===== src/icr_pkg.sv =====
// Package for the isolator channel refresh/watchdog block.
// Assumes a single 250 MHz system clock; times are given in ns.
package icr_pkg;

  // ==========================================================================
  // Timing
  localparam int unsigned CLK_PERIOD_NS   = 4;
  localparam int unsigned PULSE_WIDTH_NS  = 1;     // Barrier pulse width
  localparam int unsigned REFRESH_NS      = 1000;  // Idle time before refresh
  localparam int unsigned WATCHDOG_NS     = 5000;  // No-pulse timeout
  localparam int unsigned RESUME_NS       = 1000;  // Resume bound after power returns

  // Least times round up, none below one cycle
  localparam int unsigned PULSE_CYC   = (PULSE_WIDTH_NS + CLK_PERIOD_NS - 1) / CLK_PERIOD_NS;
  // Refresh must fire at or before the bound, so round down
  localparam int unsigned REFRESH_CYC = REFRESH_NS / CLK_PERIOD_NS;
  localparam int unsigned WATCHDOG_CYC = (WATCHDOG_NS + CLK_PERIOD_NS - 1) / CLK_PERIOD_NS;
  localparam int unsigned RESUME_CYC  = RESUME_NS / CLK_PERIOD_NS;

  // ==========================================================================
  // Barrier pulse kinds
  typedef enum logic [1:0] {
    ICR_PULSE_NONE,
    ICR_PULSE_SET,
    ICR_PULSE_RESET
  } icr_pulse_e;

  // Output mode
  localparam logic [1:0] ICR_OUT_PASS    = 2'h0;
  localparam logic [1:0] ICR_OUT_DEFAULT = 2'h1;
  localparam logic [1:0] ICR_OUT_HIZ     = 2'h2;

  localparam logic RESET_LEVEL = 1'b0;

endpackage


===== src/icr_encoder.sv =====
// Input-side encoder: turns input edges and idle refreshes into barrier pulses.
// Assumes channel_input is synchronous to clk_sys.
`timescale 1ns/10ps
module icr_encoder
  import icr_pkg::*;
#(
  parameter int unsigned REFRESH_CYCLES = REFRESH_CYC
) (
  // Clock and reset
  input  wire logic       clk_sys,
  input  wire logic       resetn,
  // Input side
  input  wire logic       channel_input,
  input  wire logic       enc_enable,
  // Barrier
  output icr_pulse_e      pulse_kind
);

  // Elaboration check: the idle counter needs at least two states
  if (REFRESH_CYCLES < 2) begin : g_bad_refresh
    $error("REFRESH_CYCLES too small");
  end

  localparam int unsigned CW = $clog2(REFRESH_CYCLES + 1);

  typedef struct packed {
    logic          last_in;
    logic          armed;
    logic [CW-1:0] idle_cnt;
    icr_pulse_e    pulse;
  } icr_enc_s;

  icr_enc_s st_q, st_d;

  // ==========================================================================
  // Edge and refresh pulse generation
  always_comb begin
    st_d       = st_q;
    st_d.pulse = ICR_PULSE_NONE;
    if (!enc_enable) begin
      // Disabled or unpowered: no pulses, so the far watchdog times out
      st_d.armed    = 1'b0;
      st_d.idle_cnt = '0;
    end else if (!st_q.armed || channel_input != st_q.last_in) begin
      // One pulse per edge; first pulse after enable gives level at once
      st_d.pulse    = channel_input ? ICR_PULSE_SET : ICR_PULSE_RESET;
      st_d.last_in  = channel_input;
      st_d.armed    = 1'b1;
      st_d.idle_cnt = '0;
    end else if (st_q.idle_cnt == CW'(REFRESH_CYCLES - 1)) begin
      // Idle too long: resend current level
      st_d.pulse    = channel_input ? ICR_PULSE_SET : ICR_PULSE_RESET;
      st_d.idle_cnt = '0;
    end else begin
      st_d.idle_cnt = st_q.idle_cnt + CW'(1);
    end
  end

  always_ff @(posedge clk_sys or negedge resetn) begin
    if (!resetn) begin
      st_q <= '{last_in: RESET_LEVEL, armed: 1'b0, idle_cnt: '0, pulse: ICR_PULSE_NONE};
    end else begin
      st_q <= st_d;
    end
  end

  assign pulse_kind = st_q.pulse;

endmodule


===== src/icr_channel.sv =====
// One isolator channel: encoder, bistable decoder, watchdog and output control.
// Assumes all pins sampled synchronous to clk_sys; supplies given as power-good levels.
`timescale 1ns/10ps
module icr_channel
  import icr_pkg::*;
#(
  parameter int unsigned REFRESH_CYCLES  = REFRESH_CYC,
  parameter int unsigned WATCHDOG_CYCLES = WATCHDOG_CYC
) (
  // Clock and reset
  input  wire logic clk_sys,
  input  wire logic resetn,
  // Input side
  input  wire logic channel_input,
  input  wire logic input_block_control,
  input  wire logic input_side_supply,
  // Output side
  input  wire logic default_level_select,
  input  wire logic output_side_supply,
  output logic      channel_output,
  output logic      channel_output_oe,
  output logic      watchdog_expired
);

  // Elaboration checks: a watchdog shorter than refresh would fire on an idle line
  if (WATCHDOG_CYCLES <= REFRESH_CYCLES) begin : g_bad_watchdog
    $error("Watchdog must exceed refresh interval");
  end
  if (REFRESH_CYCLES > RESUME_CYC) begin : g_bad_resume
    $error("Refresh interval breaks resume bound");
  end

  localparam int unsigned WW = $clog2(WATCHDOG_CYCLES + 1);

  // ==========================================================================
  // Encoder on the input side
  icr_pulse_e pulse_kind;
  logic       enc_enable;

  // Disable pin blocks inputs; unpowered side sends nothing
  assign enc_enable = input_side_supply && !input_block_control;

  icr_encoder #(
    .REFRESH_CYCLES (REFRESH_CYCLES)
  ) u_encoder (
    .clk_sys       (clk_sys),
    .resetn        (resetn),
    .channel_input (channel_input),
    .enc_enable    (enc_enable),
    .pulse_kind    (pulse_kind)
  );

  // ==========================================================================
  // Output-side state
  typedef struct packed {
    logic          latch;     // Bistable decoder
    logic          timed_out; // Watchdog has fired
    logic [WW-1:0] wd_cnt;
    logic          out;
    logic          oe;
  } icr_out_s;

  icr_out_s st_q, st_d;

  always_comb begin
    st_d = st_q;
    // Decoder holds between pulses; the watchdog reloads on any pulse
    unique case (pulse_kind)
      ICR_PULSE_SET: begin
        st_d.latch     = 1'b1;
        st_d.wd_cnt    = '0;
        st_d.timed_out = 1'b0;
      end
      ICR_PULSE_RESET: begin
        st_d.latch     = 1'b0;
        st_d.wd_cnt    = '0;
        st_d.timed_out = 1'b0;
      end
      ICR_PULSE_NONE: begin
        if (st_q.wd_cnt == WW'(WATCHDOG_CYCLES - 1)) begin
          st_d.timed_out = 1'b1;
        end else begin
          st_d.wd_cnt = st_q.wd_cnt + WW'(1);
        end
      end
      default: begin
        st_d.timed_out = st_q.timed_out;
      end
    endcase

    // Output mux; select only matters once the watchdog has fired
    // Disable and dead input both starve pulses, so both land on default
    if (!output_side_supply) begin
      st_d.oe  = 1'b0;
      st_d.out = 1'b0;
    end else if (st_d.timed_out) begin
      st_d.oe  = 1'b1;
      st_d.out = default_level_select;
    end else begin
      st_d.oe  = 1'b1;
      st_d.out = st_d.latch;
    end
  end

  // Reset starts timed out so output shows default until the first pulse
  always_ff @(posedge clk_sys or negedge resetn) begin
    if (!resetn) begin
      st_q <= '{latch: RESET_LEVEL, timed_out: 1'b1, wd_cnt: '0, out: RESET_LEVEL, oe: 1'b0};
    end else begin
      st_q <= st_d;
    end
  end

  assign channel_output    = st_q.out;
  assign channel_output_oe = st_q.oe;
  assign watchdog_expired  = st_q.timed_out;

endmodule


===== config.mk =====
export PLATFORM = sky130hd
export DESIGN_NAME = icr_channel
export DESIGN_NICKNAME = d
export VERILOG_FILES = /design/src/icr_pkg.sv /design/src/icr_encoder.sv /design/src/icr_channel.sv
export SDC_FILE = /design/constraint.sdc
export NUM_CORES = 1
export LEC_CHECK = 0
export BUFFER_PORTS_ARGS = -buffer_cell sky130_fd_sc_hd__buf_2
export CAP_MARGIN = 10
export CELL_PAD_IN_SITES_DETAIL_PLACEMENT = 0
export CELL_PAD_IN_SITES_GLOBAL_PLACEMENT = 2
export CORE_MARGIN = 3
export CORE_UTILIZATION = 35
export DETAILED_ROUTE_END_ITERATION = 6
export PLACE_DENSITY_LB_ADDON = 0.1
export SLEW_MARGIN = 20
export SYNTH_ARGS = -nofsm -noshare
export SYNTH_HDL_FRONTEND = slang
export SYNTH_SLANG_ARGS = --single-unit
export TNS_END_PERCENT = 100

===== constraint.sdc =====
create_clock -name clk_sys -period 3 [get_ports clk_sys]
set_input_delay 0.15 -clock clk_sys [delete_from_list [all_inputs] [get_ports clk_sys]]
set_output_delay 0.15 -clock clk_sys [all_outputs]
set_load 0.01 [all_outputs]

-- Word-level counts from Yosys, hierarchy flattened
Index checks and enable logic that the tools add are counted.
- bits in registers: 27
- input port bits: 7
- output and inout bits: 3
- logic and storage cells: 41
- add/sub/neg operators: 2
- equality and inequality tests: 7
- multiplexer cells: 14
- reductions and logical operators: 9
- operator list (kind ; count):
    $pmux W11 S2 ; 1
    $add A11 B1 Y11 const B ; 1
    $eq A11 B11 Y1 const B ; 1
    $mux W11 ; 1
    $mux W10 ; 1
    $mux W2 ; 5
    $mux W9 ; 1
    $add A8 B1 Y8 const B ; 1
    $eq A8 B8 Y1 const B ; 1
    $mux W8 ; 1
    $ne A2 B2 Y1 const B ; 2
    $pmux W1 S2 ; 2
    $reduce_and A2 Y1 ; 2
    $eq A2 B1 Y1 const B ; 1
    $eq A2 B2 Y1 const B ; 1
    $logic_not A1 Y1 ; 2
    $logic_not A2 Y1 ; 1
    $mux W1 ; 2
    $reduce_bool A2 Y1 ; 1
    $reduce_or A2 Y1 ; 1
    $logic_and A1 B1 Y1 ; 1
    $logic_or A1 B1 Y1 ; 1
    $ne A1 B1 Y1 ; 1

-- Logic depth before layout (Yosys ltp)
Gate-level depths: netlist of run 1.
- word-level depth: 5
- gate-level depth with buffers: 6

-- Hierarchy
A second synthesis of run 1 with hierarchy kept.
- cells, all modules: 145
- area, all modules: 1477.7 µm²
- modules (own cells, without submodules) (module ; instances ; cells each ; area an instance (µm²)):
    icr_channel ; 1 ; 89 ; 895.9
    icr_encoder ; 1 ; 56 ; 581.8

-- Worst setup path before layout of run 1
Ideal clock, no wire load.
- path kind: flip-flop to flip-flop
- start point: reg st_q[4] (netlist bit)
- end point: reg st_q[2] (netlist bit)
- arrival time: 1.742 ns
- data required time: 2.878 ns
- slack: 1.137 ns
- cell stages (with the launch flop): 5
- path buffers: 1
- clock period less this slack: 1.863 ns
- path through: dfrtp_1 or4b_1 buf_2 or4_1 a32o_1
- longest elaborated chain between the ends: 3
- ends and longest elaborated chain (item ; RTL line ; text):
    start: declaration ; icr_channel.sv:63 ; icr_out_s st_q, st_d;
    start signal: assignment ; icr_channel.sv:108 ; st_q <= '{latch: RESET_LEVEL, timed_out: 1'b1, wd_cnt: '0, out: RESET_LEVEL, oe: 1'b0};
    start signal: assignment ; icr_channel.sv:110 ; st_q <= st_d;
    $eq A11 B11 Y1 ; icr_channel.sv:80 ; if (st_q.wd_cnt == WW'(WATCHDOG_CYCLES - 1)) begin
    $ne A2 B2 Y1 (no source line) ; -- ;
    $reduce_and A2 Y1 (no source line) ; -- ;
No other way between the ends.
A chain may end at the register's enable or synchronous reset.

-- Final worst setup path of run 1
Ends and elaborated chain as after synthesis.

==> results of run 1 <==
[cell usage in the layout (no fill, tap or decap), drive strengths merged, types with 2 or more instances in the layout]
master / synthesis / routed
nand4: 4 / 4
ha: 7 / 7
dlygate4sd3: 0 / 2
xor2: 2 / 2
nand2: 5 / 5
xnor2: 3 / 3
nor2: 7 / 7
or4: 4 / 4
nor2b: 4 / 4
nand3: 7 / 7
clkbuf: 1 / 4
or3: 5 / 5
mux2: 3 / 3
a21oi: 8 / 8
a211oi: 2 / 2
inv: 6 / 6
buf: 1 / 9
o31ai: 5 / 5
o21ai: 8 / 8
o41ai: 2 / 2
nor4: 2 / 2
nand2b: 4 / 4
o211ai: 2 / 2
dfrtp: 26 / 26
[report_power, final]
group / switching [W] / internal (W) / total, W
logic: 0.0000630 / 0.0000560 / 0.000119
clock network: 0.000110 / 0.0000952 / 0.000205
registers: 0.0000426 / 0.000399 / 0.000442
[per-stage QoR]
| step | hold WS [ns] | utilization (%) |
|---|---|---|
| after floorplan | -0.146 | - |
| after global placement | 0.207 | 39.9 |
| after detailed placement | 0.200 | 39.9 |
| after CTS | 0.0844 | 41.6 |
| after global routing | 0.0938 | 41.6 |
| final | 0.0865 | 41.6 |
[sequential cells by signal, summed over array words and instances (netlist names)]
register / count
u_encoder.st_q: 10
channel_output_oe: 1
watchdog_expired: 1
u_encoder.pulse_kind: 2
channel_output: 1
st_q: 12
[critical path: stages (launching register included)]
cell,delay [ns]
dfrtp_1,0.44
or4b_1,0.66
or4_1,0.51
a32o_1,0.25
[final cells by class]
class / instances / area share (%)
Multi-Input combinational cell: 99 / 44.2
Sequential cell: 27 / 43.4
Timing Repair Buffer: 11 / 4.17
Tap cell: 48 / 3.85
Clock buffer: 4 / 2.89
Inverter: 6 / 1.44
[logic make-up (layout without fill, tap and decap cells)]
family / count (synthesis) / in the layout / share of synthesized area (%)
simple gates: 50 / 50 / 21.1
flops: 27 / 27 / 48.4
buf+inv: 8 / 21 / 2.24
mux: 4 / 4 / 3.13
xor+xnor: 5 / 5 / 3.13
fa+ha+maj: 7 / 7 / 6.27
compound gates: 33 / 33 / 15.7
[worst paths after layout]
path | endpoint | cells after the start | start
max in group asynchronous | u_encoder.st_q[6] | 2 | resetn
worst max register to register | st_q[2] | 3 | st_q[4]
worst min register to register | u_encoder.st_q[2] | 1 | u_encoder.st_q[2]
worst max-delay path | st_q[2] | 3 | st_q[4]
min in group asynchronous | st_q[2] | 2 | resetn
worst min-delay path | u_encoder.st_q[10] | 2 | input_block_control
[per-layer routing]
layer,vias to the layer above,track usage [%]
li1,529,-
met1,507,13.9
met2,12,21.5
met3,5,1.74
met4,0,5.86
met5,-,0
==> results.ini, run 1 <==
[cells_and_area]
area_growth_pct=11.5
finalNonFillerCells=195
design_area_mm2=0.00156
multiInputGateArea_um2=689
drive_gt1_share_pct=12.2
regArea_um2=677
fin_nets=162
diodes=0
fillers=389

[cts]
clk_latency_ns=0.27
holdBufCountCts=2
cts_made_buffers=3
cts-root-buf=clkbuf_8
clk_pin_slew_worst_paths_ns=0.09
post_cts_buffers=0
postCtsResizedCells=0
cts_tree=yes
max-clock-path-buffers=2
htree_levels=1
cts_sinks=27

[die]
die_area_mm2=0.00479
rows=22
dieWidth_um=69.2
io_pins=10
initial_core_util_pct=37.3
coreArea_mm2=0.00374
die_y_um=69.2

[timing]
fin_ws_ns=1.05
tns_ns=0
tightestPinTransition_ns=0.608
drv_slew=0
final.min_clock_period_ns=1.95
setup_viol=0
fmaxAchievable_mhz=512
relSlewSlack_pct=59.5
fin_skew_ns=0.00523
hold_violations=0
min_period_over_period_pct=65.1
rsz0062_at_grt=false

[routing]
viasPerCell=5.40
wl_met1_mm=1.19
drt-initial-drc-count=67
wirelength_mm=2.64
wl_met3_um=69
drt-pass1-iter-count=4
ant_nets=0
drc_errors=0
via_count=1053
wl_met2_mm=1.32
top_layer_used=met4
wl_per_cell_um=13.5

[pwr]
power_w=0.000767
peakVddDrop_mv=0.180
p_leak_nw=0.629
powerDensity_mw_per_mm2=492

[run_status]
status=complete, no violations

[place]
gp_congestion=0.711
dp.cells=189
place_hpwl_mm=1.94
pre_cts_ws_ns=1.06
port_buffers=9
place_area_mm2=0.00149

[synthesis]
synth_cell_types=40
syn-instance-count=134
post-synth-top-count-cell=dfrtp_1
syn_avg_cell_area_um2=10.4
yosysTopAreaCellShare_pct=46.6
yosysTopAreaCell=dfrtp_1
syn_area_mm2=0.00140
ys_seq_elements=27
yosysWarningCount=0
synth_commonest_cells=dfrtp_1 (26), a21oi_1 (8)
ys_top_cells_by_area=dfrtp_1 (47%), ha_1 (6.3%), a21oi_1 (2.9%), o31ai_1 (2.7%), nand3_1 (2.5%)
ys_seq_area_share_pct=48.4
yosys_most_used_dff=dfrtp_1
synth_fp_nets=148
ys_async_sr_fraction_pct=100
synth_edf_count=0

[worst_setup_path]
critPathLaunchType=register
cp_max_fo=7
setup.worst_path.class=register to register
end_kind=register
r2r_slack_ns=1.05
cp_data_required_time_ns=3.17
arrival_ns=2.12

[flow_run]
cap_violations=0

[grt]
first_global_vias=1064
overflow=0
grt_start_max_net_pins=28
grt_usage_pct=12.0
grt_pass1_wl_mm=4.74
antenna_found_initial=0

[min_path]
hp-class=input pin to register

Power figures use the tool's default switching activity.
==> run 2: changes to the inputs <==
==> constraint.sdc (replaced) <==
create_clock -name clk_sys -period 1.82 [get_ports clk_sys]
set_input_delay 0.091 -clock clk_sys [delete_from_list [all_inputs] [get_ports clk_sys]]
set_output_delay 0.091 -clock clk_sys [all_outputs]
set_load 0.01 [all_outputs]
==> run 2 against run 1 <==
Compared with the run above: sequential share of layout area is 3.3 points lower; die area stayed put; clock power is 66% higher; maximum frequency is 10% higher; power is 76% higher.
==> results.ini, run 2 (same netlist as run 1, synthesis figures left out) <==
[timing]
tightestPinTransition_ns=0.636  ; +0.0282 ns
drv_slew=0  ; unchanged
min_period_over_period_pct=97.6  ; +32 points
fmaxAchievable_mhz=563  ; +10%
relSlewSlack_pct=57.6  ; -1.9 points
setup_viol=0  ; unchanged
rsz0062_at_grt=true
fin_skew_ns=0.00147  ; -0.00376 ns
hold_violations=0  ; unchanged
timing.hold.ws_ns=0.0946  ; +0.00810 ns
final.min_clock_period_ns=1.78  ; -0.178 ns

[cells_and_area]
final_cell_mix=dfrtp_1 (26), buf_4 (13), buf_2 (9), a21oi_1 (8)
largest_reg_flops=12  ; unchanged
area_growth_pct=20.9
diodes=0  ; unchanged
largest_register=st_q
fillers=383  ; -1.5%
drive_gt1_share_pct=23.0  ; +11 points
design_area_mm2=0.00169  ; +8.3%
fin_nets=176  ; +8.6%
mostFrequentLayoutCell=dfrtp_1

[routing]
via_count=1119  ; +6.3%
viasPerCell=5.35  ; -0.85%
drt-initial-drc-count=94  ; +40%
wirelength_mm=2.85  ; +8.1%
wl_per_cell_um=13.6  ; +0.88%
ant_nets=0  ; unchanged
drc_errors=0  ; unchanged
drt-pass1-iter-count=6  ; +2

[worst_setup_path]
slowest_delay_ns=0.47  ; -0.19 ns
arrival_ns=1.97  ; -0.15 ns
end_kind=register
crit_family=simple AND/OR/NAND/NOR gates
cp_data_required_time_ns=2.01  ; -1.16 ns
cp_max_fo=6  ; -1
setup.worst_path.class=register to register
critPathLaunchType=register
path_buf_inv=2  ; +2
slowest_stage=or4bb_4
cp_cell_sequence=inv_1 > ha_1 > or4bb_4 > buf_6 > or3_4 > a211oi_2

[die]
io_pins=10  ; unchanged
dieWidth_um=69.2  ; unchanged
die_area_mm2=0.00479  ; unchanged
die_y_um=69.2  ; unchanged
rows=22  ; unchanged
coreArea_mm2=0.00374  ; unchanged
initial_core_util_pct=37.3  ; unchanged

[cts]
cts-root-buf=clkbuf_8
clk_latency_ns=0.27  ; about the same
htree_levels=1  ; unchanged
cts_sinks=27  ; unchanged
clk_pin_slew_worst_paths_ns=0.09  ; about the same
cts_made_buffers=3  ; unchanged
max-clock-path-buffers=2  ; unchanged
cts_tree=yes

[pwr]
power_frac_seq_pct=51.6  ; -6.1 points
p_leak_nw=0.702  ; +12%
powerDensity_mw_per_mm2=798  ; +62%
clkPwrFrac_pct=25.2  ; -1.6 points
peakVddDrop_mv=0.381  ; +110%
p_sw_w=0.000381  ; +76%
pwr-share-comb_pct=23.2  ; +7.7 points
netSwitchingFraction_pct=28.2  ; +0.065 points
internal-power_w=0.000967  ; +76%

[place]
place_area_mm2=0.00160  ; +7.0%
gp_congestion=0.721  ; +1.5%
place_hpwl_mm=2.13  ; +9.6%
port_buffers=9  ; unchanged

[min_path]
hp-class=input pin to register

[run_status]
status=complete, no violations

[grt]
grt_start_max_net_pins=28  ; unchanged
overflow=0  ; unchanged
antenna_found_initial=0  ; unchanged
grt_usage_pct=12.8  ; +0.81 points
grt_pass1_wl_mm=5.09  ; +7.3%
first_global_vias=1124  ; +5.6%

[flow_run]
cap_violations=0  ; unchanged

==> run 2: cell count changes in the layout (fill, tap and decap cells not counted) <==
cell      change
buf_4        +13
a211oi_1      -1
a211oi_2      +1
buf_6         +1
ha_1          -1
ha_2          +1
o31ai_1       -1
o31ai_2       +1
or3_1         -1
or3_4         +1
or4bb_1       -1
or4bb_4       +1
==> run 2: metrics by stage <==
stage               TNS [ns]  power [W]  util [%]  instances  worst slack (ns)
floorplan            -0.0344   0.000868         -        134           -0.0344
global placement           0    0.00100      42.7        203            0.0619
detailed placement         0    0.00101      42.7        203            0.0463
CTS                        0    0.00136      44.5        209            0.0273
global route         -0.0881    0.00144      45.1        209           -0.0580
finish                     0    0.00135      45.1        209            0.0443
==> run 2: final timing paths <==
path,startpoint,to,slack (ns),depth (start not counted)
min,channel_input,u_encoder.pulse_kind[0],0.09,2
min in group asynchronous,resetn,st_q[3],0.37,2
max reg2reg,st_q[3],channel_output,0.04,6
max,st_q[3],channel_output,0.04,6
min reg2reg,u_encoder.st_q[2],u_encoder.st_q[2],0.52,1
max in group asynchronous,resetn,u_encoder.st_q[7],1.04,2
==> run 2: worst register-to-register path: stages (launching register included) <==
cell and delay (ns):
dfrtp_1 0.38, inv_1 0.06, ha_1 0.12, or4bb_4 0.47
buf_6 0.15, or3_4 0.32, a211oi_2 0.21
==> run 2: final cells by class <==
| cell class | instances | area, µm² | share of cell area (%) |
|---|---|---|---|
| Sequential cell | 27 | 677 | 40.1 |
| Clock buffer | 4 | 45.0 | 2.67 |
| Inverter | 6 | 22.5 | 1.33 |
| Multi-Input combinational cell | 99 | 711 | 42.1 |
| Timing Repair Buffer | 25 | 174 | 10.3 |
| Tap cell | 48 | 60.1 | 3.56 |
==> run 2: routing by layer <==
layer / vias to the layer above / share of wire (%) / routed length (µm) / GRT usage, %
met1: 538 / 45 / 1290 / 16.3
li1: 555 / - / - / -
met4: 0 / 2.0 / 56 / 6.07
met3: 6 / 2.5 / 70 / 1.74
met5: - / 0 / 0 / 0
met2: 20 / 50 / 1440 / 21.4
==> run 2: power by group through the flow <==
stage          sequential, W  clock [W]  combinational (W)
4_1_cts             0.000695   0.000354           0.000309
5_1_grt             0.000705   0.000387           0.000354
6_report            0.000695   0.000340           0.000313
2_1_floorplan       0.000723          0           0.000145
3_5_place_dp        0.000707          0           0.000306
3_3_place_gp        0.000709          0           0.000294
==> run 2: timing repair <==
| item | in CTS | in global routing |
|---|---|---|
| endpoints found under the setup margin | 0 | 7 |
| hold buffers | 2 | 0 |
| resized for setup | 0 | 6 |
| setup buffers | 0 | 0 |
| endpoints found under the hold margin | 27 | 0 |
==> run 3: changes to the inputs <==
--- a/config.mk
+++ b/config.mk
@@ -10,7 +10,7 @@
 export CELL_PAD_IN_SITES_DETAIL_PLACEMENT = 0
 export CELL_PAD_IN_SITES_GLOBAL_PLACEMENT = 2
 export CORE_MARGIN = 3
-export CORE_UTILIZATION = 35
+export CORE_UTILIZATION = 25
 export DETAILED_ROUTE_END_ITERATION = 6
 export PLACE_DENSITY_LB_ADDON = 0.1
 export SLEW_MARGIN = 20
==> run 3 against run 2 <==
Compared with the run above: flip-flop and latch count stayed put; register-to-register slack got worse by 0.03 ns; die area is 36% higher; clock power is 6.8% higher; sequential power barely moved; count of clock-buffer cells in the layout decreased by 1; largest power group unchanged; first-iteration DRC count decreased by 7.4%; critical path depth fell by 1; critical path type unchanged.
==> results.ini, run 3 (same netlist as run 1, synthesis figures left out) <==
[run_status]
status=complete, no violations

[place]
dp.cells=227  ; +12%
pre_cts_ws_ns=0.0383  ; -0.00794 ns
port_buffers=9  ; unchanged
gp_congestion=0.749  ; +3.9%
place_hpwl_mm=2.26  ; +6.3%

[worst_setup_path]
cp_max_fo=2  ; -4
arrival_ns=1.97  ; about the same
path_buf_inv=1  ; -1
end_kind=register
cp_data_required_time_ns=1.99  ; -0.02 ns
crit_family=simple AND/OR/NAND/NOR gates
critPathLaunchType=register
slowest_delay_ns=0.48  ; about the same
cp_cell_sequence=inv_1 > ha_1 > or4bb_4 > or4_4 > a32o_1
setup.worst_path.class=register to register
slowest_stage=or4bb_4

[routing]
ant_nets=0  ; unchanged
wl_per_cell_um=13.3  ; -2.4%
drc_errors=0  ; unchanged
wirelength_mm=3.10  ; +8.8%
viasPerCell=4.82  ; -10%
drt-pass1-iter-count=4  ; -2
via_count=1123  ; +0.36%
drt-initial-drc-count=87  ; -7.4%

[timing]
fin_ws_ns=0.0181  ; -0.0262 ns
hold_violations=0  ; unchanged
tightestPinTransition_ns=0.632  ; -0.00366 ns
fin_skew_ns=0.00486  ; +0.00339 ns
timing.hold.ws_ns=0.0180  ; -0.0765 ns
min_period_over_period_pct=99.0  ; +1.4 points
relSlewSlack_pct=57.9  ; +0.24 points
rsz0062_at_grt=true
setup_viol=0  ; unchanged
final.min_clock_period_ns=1.80  ; +0.0262 ns
fmaxAchievable_mhz=555  ; -1.5%
drv_slew=0  ; unchanged

[pwr]
power_w=0.00138  ; +2.6%
peakVddDrop_mv=0.315  ; -17%
powerDensity_mw_per_mm2=800  ; +0.24%
p_leak_nw=0.708  ; +0.91%

[grt]
grt_usage_pct=11.1  ; -1.7 points
grt_start_max_net_pins=28  ; unchanged
overflow=0  ; unchanged
grt_pass1_wl_mm=5.63  ; +11%
first_global_vias=1175  ; +4.5%
antenna_found_initial=0  ; unchanged

[cells_and_area]
drive_gt1_share_pct=23.9  ; +0.95 points
fin_nets=178  ; +1.1%
fillers=557  ; +45%
area_growth_pct=23.7
regArea_um2=677  ; unchanged
multiInputGateArea_um2=704  ; -0.88%
finalNonFillerCells=233  ; +11%
diodes=0  ; unchanged
largest_reg_flops=12  ; unchanged
largest_register=st_q
mostFrequentLayoutCell=dfrtp_1
final_cell_mix=dfrtp_1 (26), buf_4 (15), buf_2 (9), a21oi_1 (8)

[cts]
clk_pin_slew_worst_paths_ns=0.10  ; about the same
post_cts_buffers=0  ; unchanged
cts-root-buf=clkbuf_8
htree_levels=1  ; unchanged
cts_made_buffers=3  ; unchanged
clk_latency_ns=0.28  ; about the same
max-clock-path-buffers=2  ; unchanged
cts_sinks=27  ; unchanged
cts_tree=yes

[flow_run]
cap_violations=0  ; unchanged

[die]
die_area_mm2=0.00652  ; +36%
rows=26  ; +18%
coreArea_mm2=0.00527  ; +41%
dieWidth_um=80.8  ; +17%
io_pins=10  ; unchanged
die_y_um=80.8  ; +17%
initial_core_util_pct=26.5  ; -11 points

[min_path]
hp-class=input pin to register

[run 3: cell count changes in the layout (fill, tap and decap cells not counted), sizes merged]
cell      delta
clkinvlp     +1
buf          +2
clkbuf       -1
[run 3: final timing paths]
path / from / to / slack (ns) / cells past startpoint
min reg2reg: u_encoder.st_q[2] / u_encoder.st_q[2] / 0.52 / 1
max reg2reg: st_q[3] / st_q[2] / 0.02 / 5
min in group asynchronous: resetn / st_q[7] / 0.36 / 2
min: input_block_control / u_encoder.st_q[10] / 0.02 / 2
max in group asynchronous: resetn / channel_output_oe / 1.05 / 2
max: st_q[3] / st_q[2] / 0.02 / 5
[run 3: cell type report]
cell class                      count  share of cell area, %
Inverter                            6                   1.30
Clock buffer                        3                   2.39
Multi-Input combinational cell     99                   40.7
Tap cell                           70                   5.07
Timing Repair Buffer               27                   10.9
Sequential cell                    27                   39.1
Clock inverter                      1                  0.434
[run 3: per-layer routing]
layer,part of all wire (%),GRT usage [%],vias up,routed length [µm]
li1,-,-,564,-
met1,49,14.8,548,1510
met2,48,18.3,9,1500
met3,2.0,2.00,2,61
met4,0.87,3.55,0,27
met5,0,0,-,0
[run 3: worst register-to-register path, cell delays in order, from the launching register on]
cell	delay (ns)
dfrtp_1	0.39
inv_1	0.05
ha_1	0.13
or4bb_4	0.48
or4_4	0.42
a32o_1	0.23
[run 3: power breakdown]
part	switching (W)	total [W]	internal, W	leakage [nW]
combinational	0.000163	0.000326	0.000162	0.327
clock	0.000207	0.000363	0.000156	0.0217
sequential	0.0000361	0.000695	0.000659	0.360
[run 3: repair_timing]
item                                    in CTS  in global routing
hold endpoints to repair                    27                  0
resized for setup                            0                  5
hold buffers                                 2                  0
endpoints found under the setup margin       0                  7
[run 3: metrics by stage]
| stage | utilization [%] | instance area, µm² | TNS, ns |
|---|---|---|---|
| 2_1_floorplan | - | 1400 | -0.0344 |
| 3_3_place_gp | 31.1 | 1640 | 0 |
| 3_5_place_dp | 31.1 | 1640 | 0 |
| 4_1_cts | 32.5 | 1710 | 0 |
| 5_1_grt | 32.8 | 1730 | -0.0669 |
| 6_report | 32.8 | 1730 | 0 |
